`src/verilog/typeb_pkg.sv`:
```
package typeb_pkg;
   localparam logic [7:0] CMD_POLL      = 8'h05;
   localparam logic [7:0] CMD_ATTRIB    = 8'h1d;
   localparam logic [7:0] CMD_HLTB      = 8'h50;
   localparam logic [3:0] SLOT_LOW      = 4'h5;
   localparam logic [7:0] ATQB_HEAD     = 8'h50;
   localparam logic [7:0] ATQB_PROTO1   = 8'h00;
   localparam logic [7:0] ATQB_PROTO3   = 8'h51;
   localparam logic [3:0] ATQB_LAST     = 4'hb;
   localparam logic [3:0] ATQB_APP_END  = 4'h8;
   localparam logic [3:0] ATQB_PROTO1_I = 4'h9;
   localparam logic [3:0] ATQB_PROTO2_I = 4'ha;
   localparam logic [7:0] PROTO2_ADDR   = 8'h08;
   localparam logic [3:0] POLL_LEN      = 4'h3;
   localparam logic [3:0] HLTB_LEN      = 4'h5;
   localparam logic [3:0] ATTRIB_LEN    = 4'h9;
   localparam int         PARAM_WAKE    = 3;
   localparam int         ATTRIB_CID_I  = 8;
   localparam int         RX_MAX        = 9;
   localparam int         MEM_DEPTH     = 256;
   localparam logic [15:0] LFSR_SEED    = 16'hace1;
   localparam logic [15:0] LFSR_TAPS    = 16'hb400;
   typedef enum logic [1:0] {ST_IDLE, ST_READY, ST_ACTIVE, ST_HALT} card_state_e;
endpackage

```
`src/verilog/sysmem_if.sv`:
```
`timescale 1ns/1ns
`default_nettype none
interface sysmem_if;
   logic       wr_en;
   logic [7:0] wr_addr;
   logic [7:0] wr_data;
   logic [7:0] rd_addr;
   logic [7:0] rd_data;
   modport ctrl (output wr_en, output wr_addr, output wr_data, output rd_addr, input rd_data);
   modport mem  (input wr_en, input wr_addr, input wr_data, input rd_addr, output rd_data);
endinterface
`default_nettype wire

```
`src/verilog/sysmem.sv`:
```
`timescale 1ns/1ns
`default_nettype none
module sysmem #(
   parameter int DEPTH = typeb_pkg::MEM_DEPTH
) (
   input  wire logic clk_i,
   sysmem_if.mem     bus
);
   logic [7:0] mem_q [DEPTH];
   logic [7:0] rd_q;
   assign bus.rd_data = rd_q;
   always_ff @(posedge clk_i) begin
      if (bus.wr_en) begin
         mem_q[bus.wr_addr] <= bus.wr_data;
      end
      rd_q <= mem_q[bus.rd_addr];
   end
endmodule
`default_nettype wire

```
`src/verilog/typeb_anticollision_decoder.sv`:
```
`timescale 1ns/1ns
`default_nettype none
module typeb_anticollision_decoder #(
   parameter int         LOCK_LIMIT = 128
) (
   input  wire logic       clk_i,
   input  wire logic       rst_i,
   input  wire logic       link_clk_i,
   input  wire logic       rx_valid_i,
   input  wire logic [7:0] rx_byte_i,
   input  wire logic       rx_end_i,
   input  wire logic       rx_crc_ok_i,
   input  wire logic [7:0] stored_afi_i,
   input  wire logic       fuse_set_i,
   input  wire logic       sys_wr_i,
   input  wire logic       sys_rd_i,
   input  wire logic [7:0] sys_addr_i,
   input  wire logic [7:0] sys_wdata_i,
   output logic [7:0]      sys_rdata_o,
   output logic            sys_rvalid_o,
   output logic [7:0]      tx_byte_o,
   output logic            tx_valid_o,
   output logic            tx_last_o,
   output logic [1:0]      card_state_o,
   output logic [3:0]      cid_o,
   output logic            active_cmd_o,
   output logic [3:0]      active_func_o,
   output logic            unsupported_o
);
   localparam int SYNC_W = 12;

   function automatic logic afi_match(input logic [7:0] rx, input logic [7:0] own);
      if (rx == 8'h00) return 1'b1;
      if (rx[3:0] == 4'h0) return rx[7:4] == own[7:4];
      return rx == own;
   endfunction

   function automatic logic func_ok(input logic [3:0] f);
      unique case (f)
         4'h1, 4'h2, 4'h3, 4'h4, 4'h6, 4'h8, 4'h9, 4'ha, 4'hb, 4'hc: return 1'b1;
         default: return 1'b0;
      endcase
   endfunction

   // two stages for every link-side input before anything looks at it
   logic [SYNC_W-1:0] s1_q, s2_q;
   logic              lclk_prev_q;
   always_ff @(posedge clk_i) begin
      s1_q        <= {link_clk_i, rx_valid_i, rx_end_i, rx_crc_ok_i, rx_byte_i};
      s2_q        <= s1_q;
      lclk_prev_q <= s2_q[11];
   end
   logic       edge_w, rxv_w, rxe_w, crc_w;
   logic [7:0] rxb_w;
   assign edge_w = s2_q[11] & ~lclk_prev_q;
   assign rxv_w  = s2_q[10];
   assign rxe_w  = s2_q[9];
   assign crc_w  = s2_q[8];
   assign rxb_w  = s2_q[7:0];

   sysmem_if mbus ();
   sysmem #(.DEPTH(typeb_pkg::MEM_DEPTH)) u_mem (.clk_i(clk_i), .bus(mbus));

   typeb_pkg::card_state_e st_q, st_d;
   logic [7:0]  buf_q [typeb_pkg::RX_MAX];
   logic [7:0]  buf_d [typeb_pkg::RX_MAX];
   logic [3:0]  cnt_q, cnt_d, idx_q, idx_d, cid_q, cid_d, slot_q, slot_d;
   logic [3:0]  func_q, func_d;
   logic        answered_q, answered_d, tx_busy_q, tx_busy_d;
   logic [31:0] pupi_q, pupi_d;
   logic [15:0] lfsr_q, lfsr_d;
   logic [7:0]  txb_q, txb_d;
   logic        txv_q, txv_d, txl_q, txl_d, act_q, act_d, uns_q, uns_d;
   logic        rdv_q, rdv_d, rdpend_q, rdpend_d;
   logic [7:0]  rdata_q, rdata_d;

   always_comb begin
      logic [3:0] nslots;
      logic [3:0] pick;
      logic [7:0] p;
      nslots     = 4'h0;
      pick       = 4'h0;
      p          = buf_q[2];
      st_d       = st_q;
      buf_d      = buf_q;
      cnt_d      = cnt_q;
      idx_d      = idx_q;
      cid_d      = cid_q;
      slot_d     = slot_q;
      func_d     = func_q;
      answered_d = answered_q;
      tx_busy_d  = tx_busy_q;
      pupi_d     = pupi_q;
      txb_d      = txb_q;
      txv_d      = 1'b0;
      txl_d      = 1'b0;
      act_d      = 1'b0;
      uns_d      = 1'b0;
      lfsr_d     = {lfsr_q[14:0], ^(lfsr_q & typeb_pkg::LFSR_TAPS)};
      // system-zone access: writes below LOCK_LIMIT are locked once fuses are blown; reads and higher addresses stay open
      mbus.wr_en   = sys_wr_i & ~(fuse_set_i & (int'(sys_addr_i) < LOCK_LIMIT));
      mbus.wr_addr = sys_addr_i;
      mbus.wr_data = sys_wdata_i;
      mbus.rd_addr = sys_addr_i;
      rdv_d        = 1'b0;
      rdpend_d     = sys_rd_i & ~tx_busy_q;
      rdata_d      = rdata_q;
      if (rdpend_q) begin
         rdata_d = mbus.rd_data;
         rdv_d   = 1'b1;
      end
      if (tx_busy_q) begin
         rdpend_d     = 1'b0;
         // the answer owns the read port; a host read during it is dropped
         mbus.rd_addr = (idx_q == typeb_pkg::ATQB_PROTO2_I) ? typeb_pkg::PROTO2_ADDR
                                                            : {4'h0, idx_q - 4'h1};
      end
      if (edge_w && tx_busy_q) begin
         // half duplex: one byte per link clock, crc appended by the framer on last
         txv_d = 1'b1;
         if (idx_q == 4'h0) begin
            txb_d = typeb_pkg::ATQB_HEAD;
         end else if (idx_q <= typeb_pkg::ATQB_APP_END) begin
            txb_d = mbus.rd_data;
            if (idx_q <= 4'h4) begin
               pupi_d = {pupi_q[23:0], mbus.rd_data};
            end
         end else if (idx_q == typeb_pkg::ATQB_PROTO1_I) begin
            txb_d = typeb_pkg::ATQB_PROTO1;
         end else if (idx_q == typeb_pkg::ATQB_PROTO2_I) begin
            txb_d = mbus.rd_data;
         end else begin
            txb_d = typeb_pkg::ATQB_PROTO3;
         end
         if (idx_q == typeb_pkg::ATQB_LAST) begin
            txl_d     = 1'b1;
            tx_busy_d = 1'b0;
         end
         idx_d = idx_q + 4'h1;
      end else if (edge_w && rxv_w) begin
         if (int'(cnt_q) < typeb_pkg::RX_MAX) begin
            buf_d[cnt_q] = rxb_w;
            cnt_d        = cnt_q + 4'h1;
         end
      end else if (edge_w && rxe_w) begin
         cnt_d = 4'h0;
         if (crc_w && cnt_q != 4'h0) begin
            if (buf_q[0] == typeb_pkg::CMD_POLL) begin
               unique case (p[2:0])
                  3'd0: nslots = 4'd0;
                  3'd1: nslots = 4'd1;
                  3'd2: nslots = 4'd3;
                  3'd3: nslots = 4'd7;
                  3'd4: nslots = 4'd15;
                  default: nslots = 4'd0;
               endcase
               pick = lfsr_q[3:0] & nslots;
               if (cnt_q == typeb_pkg::POLL_LEN && p[7:4] == 4'h0 && p[2:0] <= 3'd4
                   && st_q != typeb_pkg::ST_ACTIVE
                   && (st_q != typeb_pkg::ST_HALT || p[typeb_pkg::PARAM_WAKE])
                   && afi_match(buf_q[1], stored_afi_i)) begin
                  st_d       = typeb_pkg::ST_READY;
                  slot_d     = pick;
                  answered_d = (pick == 4'h0);
                  if (pick == 4'h0) begin
                     tx_busy_d = 1'b1;
                     idx_d     = 4'h0;
                  end
               end
            end else if (buf_q[0][3:0] == typeb_pkg::SLOT_LOW && buf_q[0][7:4] != 4'h0) begin
               // marker s encodes slot s+1; chosen slot k is held as k-1
               if (st_q == typeb_pkg::ST_READY && !answered_q
                   && buf_q[0][7:4] == slot_q) begin
                  answered_d = 1'b1;
                  tx_busy_d  = 1'b1;
                  idx_d      = 4'h0;
               end
            end else if (buf_q[0] == typeb_pkg::CMD_ATTRIB) begin
               if (cnt_q == typeb_pkg::ATTRIB_LEN && st_q == typeb_pkg::ST_READY && answered_q
                   && {buf_q[1], buf_q[2], buf_q[3], buf_q[4]} == pupi_q) begin
                  st_d  = typeb_pkg::ST_ACTIVE;
                  cid_d = buf_q[typeb_pkg::ATTRIB_CID_I][7:4];
               end
            end else if (buf_q[0] == typeb_pkg::CMD_HLTB) begin
               if (cnt_q == typeb_pkg::HLTB_LEN && st_q == typeb_pkg::ST_READY && answered_q
                   && {buf_q[1], buf_q[2], buf_q[3], buf_q[4]} == pupi_q) begin
                  st_d = typeb_pkg::ST_HALT;
               end
            end else if (st_q == typeb_pkg::ST_ACTIVE && buf_q[0][7:4] == cid_q) begin
               if (func_ok(buf_q[0][3:0])) begin
                  act_d  = 1'b1;
                  func_d = buf_q[0][3:0];
               end else begin
                  uns_d = 1'b1;
               end
            end
         end
      end
   end

   always_ff @(posedge clk_i) begin
      if (rst_i) begin
         st_q       <= typeb_pkg::ST_IDLE;
         for (int i = 0; i < typeb_pkg::RX_MAX; i++) begin
            buf_q[i] <= 8'h00;
         end
         cnt_q      <= 4'h0;
         idx_q      <= 4'h0;
         cid_q      <= 4'h0;
         slot_q     <= 4'h0;
         func_q     <= 4'h0;
         answered_q <= 1'b0;
         tx_busy_q  <= 1'b0;
         pupi_q     <= 32'h0000_0000;
         lfsr_q     <= typeb_pkg::LFSR_SEED;
         txb_q      <= 8'h00;
         txv_q      <= 1'b0;
         txl_q      <= 1'b0;
         act_q      <= 1'b0;
         uns_q      <= 1'b0;
         rdv_q      <= 1'b0;
         rdpend_q   <= 1'b0;
         rdata_q    <= 8'h00;
      end else begin
         st_q       <= st_d;
         buf_q      <= buf_d;
         cnt_q      <= cnt_d;
         idx_q      <= idx_d;
         cid_q      <= cid_d;
         slot_q     <= slot_d;
         func_q     <= func_d;
         answered_q <= answered_d;
         tx_busy_q  <= tx_busy_d;
         pupi_q     <= pupi_d;
         lfsr_q     <= lfsr_d;
         txb_q      <= txb_d;
         txv_q      <= txv_d;
         txl_q      <= txl_d;
         act_q      <= act_d;
         uns_q      <= uns_d;
         rdv_q      <= rdv_d;
         rdpend_q   <= rdpend_d;
         rdata_q    <= rdata_d;
      end
   end

   assign tx_byte_o     = txb_q;
   assign tx_valid_o    = txv_q;
   assign tx_last_o     = txl_q;
   assign card_state_o  = st_q;
   assign cid_o         = cid_q;
   assign active_cmd_o  = act_q;
   assign active_func_o = func_q;
   assign unsupported_o = uns_q;
   assign sys_rdata_o   = rdata_q;
   assign sys_rvalid_o  = rdv_q;
endmodule
`default_nettype wire

```
`config.mk`:
```
export PLATFORM = sky130hd
export DESIGN_NAME = typeb_anticollision_decoder
export DESIGN_NICKNAME = d
export VERILOG_FILES = /design/src/verilog/typeb_pkg.sv /design/src/verilog/sysmem_if.sv /design/src/verilog/sysmem.sv /design/src/verilog/typeb_anticollision_decoder.sv
export SDC_FILE = /design/constraint.sdc
export NUM_CORES = 2
export LEC_CHECK = 0
export BUFFER_PORTS_ARGS = -buffer_cell sky130_fd_sc_hd__buf_2
export CAP_MARGIN = 20
export CORE_AREA = 5 5 427 429
export DETAILED_ROUTE_END_ITERATION = 8
export DIE_AREA = 0 0 432 434
export PLACE_DENSITY_LB_ADDON = 0.08
export SETUP_SLACK_MARGIN = 0.2
export SLEW_MARGIN = 20
export SYNTH_ARGS = -nofsm -noshare
export SYNTH_HDL_FRONTEND = slang
export SYNTH_SLANG_ARGS = --single-unit
```
`constraint.sdc`:
```
create_clock -name clk_i -period 3 [get_ports clk_i]
set_input_delay 0.9 -clock clk_i [delete_from_list [all_inputs] [get_ports clk_i]]
set_output_delay 0.9 -clock clk_i [all_outputs]
set_load 0.01 [all_outputs]
```
==> summary.md <==
| Metric | Value |
|---|---|
| Met3 Use GR | `5.41%` |
| Gr usage total | `29.0%` |
| Post-DP HPWL | `179000 um` |
| CTS Buf Count | `222` |
| DIE AREA | `187000 sq um` |
| Global route total overflow | `0` |
| Hold path endpoint | `s1_q[11]` |
| Cell Pwr Density | `604 nW/um^2` |
| # rows | `155` |
| Peak VDD IR | `0.538 mV` |
| Layout cell share with drive strength beyond 1 | `between 20% and 30%` |
| Final setup vio count | `8` |
| CTS Sinks | `between 2000 and 2500` |
| CP arrival | `4.20 ns` |
| Post-synth EDFFs | `just over 2000` |
| H-tree depth | `4` |
| Commonest non-fill, non-tap cell in the layout | `edfxtp_1` |
| Area Overhead vs Synth | `26.2%` |
| Worst reg2reg endpoint | `u_mem.bus.rd_data[3]` |
| Initial antenna violation count | `10` |
| TritonCTS clock tree | `built` |
| Worst R2R Start | `idx_q[0]` |
| Sequential element share of the synthesized area | `73.6%` |
| Vias per cell | `just under 6` |
| Post-layout nets | `7447` |
| Worst R2R Path Depth | `18` |
| Vias in the first global route | `between 50000 and 60000` |
| Hold Path Origin | `link_clk_i` |
| Setup TNS Final | `-2.82 ns` |
| Top Usage Layer GRT | `met2` |
| Area after DPL | `around 100000 sq um` |
| Worst setup path category | `reg2reg` |
| Synth Flop Type | `edfxtp_1` |
| Commonest non-fill, non-tap cells in the layout | `2048 x edfxtp_1, 1397 x nand2_1, 865 x buf_4, 452 x nand3_1, 255 x nor2_1` |
| Final period util | `115%` |
| Worst Path Buf+Inv | `8` |
| Post-Route WL | `roughly 280000 um` |
| Max Cap Viol | `0` |
| Pleak | `39.5 nW` |
| Worst min-delay path class | `in2reg` |
| CP delay by family, top | `buffers and inverters` |
| Failing checks | `setup timing` |
| Worst stage delay on the critical path | `0.50 ns` |
| Gate Count Post-Synth | `approximately 6400` |
| Post-Synthesis Cell Area | `88200 sq um` |
| Hold_buf cts | `0` |
| R2r setup slk | `-0.44 ns` |
| Final worst path period need | `3.44 ns` |
| Root Buffer | `clkbuf_16` |
| Clock-pin transition on the worst setup and hold timing paths | `about 0.060 ns` |
| First-pass GRT wire length | `399000 um` |
| Hold path cells | `1` |
| Synth Register Bits | `about 2200` |
| Via count | `59053` |
| Die H | `roughly 430 um` |
| Port Buffers | `71` |
| Outcome | `finished, violations left` |
| Unrepaired setup endpoints after global routing | `true` |
| Core area | `~180000 sq um` |
| Slowest CP cell | `o41ai_4` |
| Detailed Routing Iterations Pass 1 | `6` |
| Later-pin clock latency in the skew report | `0.87 ns` |
| Met2 Usage GRT | `45.1%` |
| Max transition margin | `a little under half` |
| Avg Cell Area, Syn | `13.9 sq um` |
| DRT antenna net count | `0` |
| Slew Viols, Final | `0` |
| Final Cell Area | `111000 sq um` |
| Starting DRT DRC Count | `~7300` |
| Worst Setup End Kind | `flip-flop` |
| Critical path cell sequence | `inv_4 -> ha_4 -> and3b_2 -> buf_6 -> o21ai_4 -> buf_12 -> buf_12 -> buf_12 -> buf_6 -> nand2_1 -> nand3_1 -> and3_4 -> a311oi_4 -> o41ai_4 -> buf_4 -> o21ai_1 -> buf_4 -> nor4_2` |
| Synth warn | `0` |
| Synth async-reset ratio | `0%` |
| Post-synthesis net count | `6405` |
| Routing usage on met1 | `between 40% and 50%` |
| Startpoint Class | `flip-flop` |
| Post-synth cell types | `between 80 and 90` |
| Ports | `72` |
| Slew @ Worst Pin | `approximately 0.80 ns` |
| Fin worst setup slack | `-0.437 ns` |
| Initial Util | `49.6%` |
| WL/cell | `27.8 um` |
| Final Hold Viols | `0` |
| Skew final | `0.0294 ns` |
| RD Place Congestion | `0.897` |
| DIE WIDTH | `around 430 um` |
| Residual DRC | `0` |
| Pin count of the biggest net entering global routing | `97` |
| CP Max Fanout | `7` |
| Most used cell, CP | `buf_12` |
| Critical path required time | `3.76 ns` |
| Peak Freq | `between 200 and 300 MHz` |
| Max clock buf depth | `3` |
==> what timing repair did <==
action / 4_1_cts / 5_1_grt
pin swaps: 46 / 46
setup endpoints to repair: 8 / 14
setup buffers: 70 / 30
gates resized for setup: 205 / 113
gates cloned: 8 / 10
==> power breakdown <==
part	total [mW]	leakage, nW	internal, mW	switching (mW)
sequential	34.0	19.8	33.9	0.128
combinational	4.81	16.1	1.86	2.95
clock	28.4	3.63	16.4	12.0
==> cell usage after synthesis, types with 11 or more instances <==
cell type / number / share of area (%)
edfxtp_1: 2048 / 70
nand2_1: 1413 / 6.0
nand3_1: 466 / 2.6
nor2_1: 363 / 1.5
a21oi_1: 214 / 1.2
and3_1: 178 / 1.3
dfxtp_1: 172 / 3.9
buf_2: 165 / 0.94
clkbuf_1: 148 / 0.63
mux2i_1: 132 / 1.5
a31oi_1: 123 / 0.87
mux4_2: 116 / 3.0
a211oi_1: 113 / 0.96
o22ai_1: 60 / 0.43
o21ai_0: 58 / 0.33
a311oi_1: 50 / 0.50
buf_4: 47 / 0.40
nor4_1: 47 / 0.33
xor2_1: 40 / 0.40
nor3_1: 36 / 0.20
buf_1: 26 / 0.11
a22oi_1: 25 / 0.21
nor2b_1: 24 / 0.17
buf_6: 21 / 0.27
nand4_1: 20 / 0.14
o221ai_1: 17 / 0.17
o211ai_1: 14 / 0.12
nand2b_1: 13 / 0.092
xnor2_1: 13 / 0.13
a221oi_1: 12 / 0.12
inv_1: 12 / 0.051
o21ai_1: 12 / 0.068
or2_2: 11 / 0.078
==> how the worst max path moves through the flow <==
stage               slack (ns)  cells after the start     startpoint              endpoint
CTS                      -0.38                     17       idx_q[0]  u_mem.bus.rd_data[4]
global route             -0.50                     16       idx_q[0]  u_mem.bus.rd_data[4]
global placement         -1.21                     14  sys_addr_i[0]  u_mem.bus.rd_data[7]
floorplan                 0.04                      8  sys_addr_i[7]   u_mem.mem_q[146][0]
detailed placement       -1.23                     14  sys_addr_i[0]  u_mem.bus.rd_data[7]
finish                   -0.44                     18       idx_q[0]  u_mem.bus.rd_data[3]
==> area by class of cell <==
type	instances	area, sq um
clock buffer	262	5710
antenna	5	12.5
clock inverter	153	1730
inverter	12	47.5
multi-input combinational	3712	23300
tap	2355	2950
sequential	2220	65000
timing repair buffer	1229	12700
fill	13212	66500
==> cells by family after synthesis <==
logic type	Yosys count	synth area share, %
AO/OA/AOI/OAI	785	5.89
XOR/XNOR	53	0.526
adder cells (fa/ha/maj)	9	0.128
buffers and inverters	424	2.49
flip-flops	2220	73.6
multiplexers	251	4.50
AND/OR/NAND/NOR	2613	12.8
==> through the flow <==
step	hold WS, ns	cells	util [%]	setup slack (ns)	power, mW
after floorplan	0.310	6355	-	0.0373	36.4
after global placement	0.312	9410	56.7	-1.21	38.9
after detailed placement	0.312	9410	56.7	-1.23	38.9
after global routing	0.0991	9944	62.6	-0.504	69.1
final	0.144	9948	62.6	-0.437	67.2
after CTS	0.0808	9903	62.0	-0.378	67.3
==> state kept, by name (all words and copies together) (netlist names), 2 cells and up, named ones only <==
signal             cells
tx_byte_o              8
sys_rdata_o            8
s1_q                  12
slot_q                 4
u_mem.bus.rd_data      8
lfsr_q                16
pupi_q                32
idx_q                  4
cid_o                  4
card_state_o           2
u_mem.mem_q         2048
active_func_o          4
s2_q                  12
buf_q                 44
cnt_q                  4
==> routing by layer <==
layer,vias up,routed length [um]
met5,-,0
li1,26015,-
met1,29885,115000
met4,0,9930
met2,2679,128000
met3,474,23900
==> worst register-to-register path: cells and delay by family, from the launching register on <==
| family | cells | cell delay, ns |
|---|---|---|
| AO/OA/AOI/OAI | 4 | 0.85 |
| adder cells (fa/ha/maj) | 1 | 0.16 |
| buffers and inverters | 8 | 1.14 |
| flip-flops | 1 | 0.36 |
| AND/OR/NAND/NOR | 5 | 0.83 |
No activity file was read; power rests on OpenSTA's default activity.
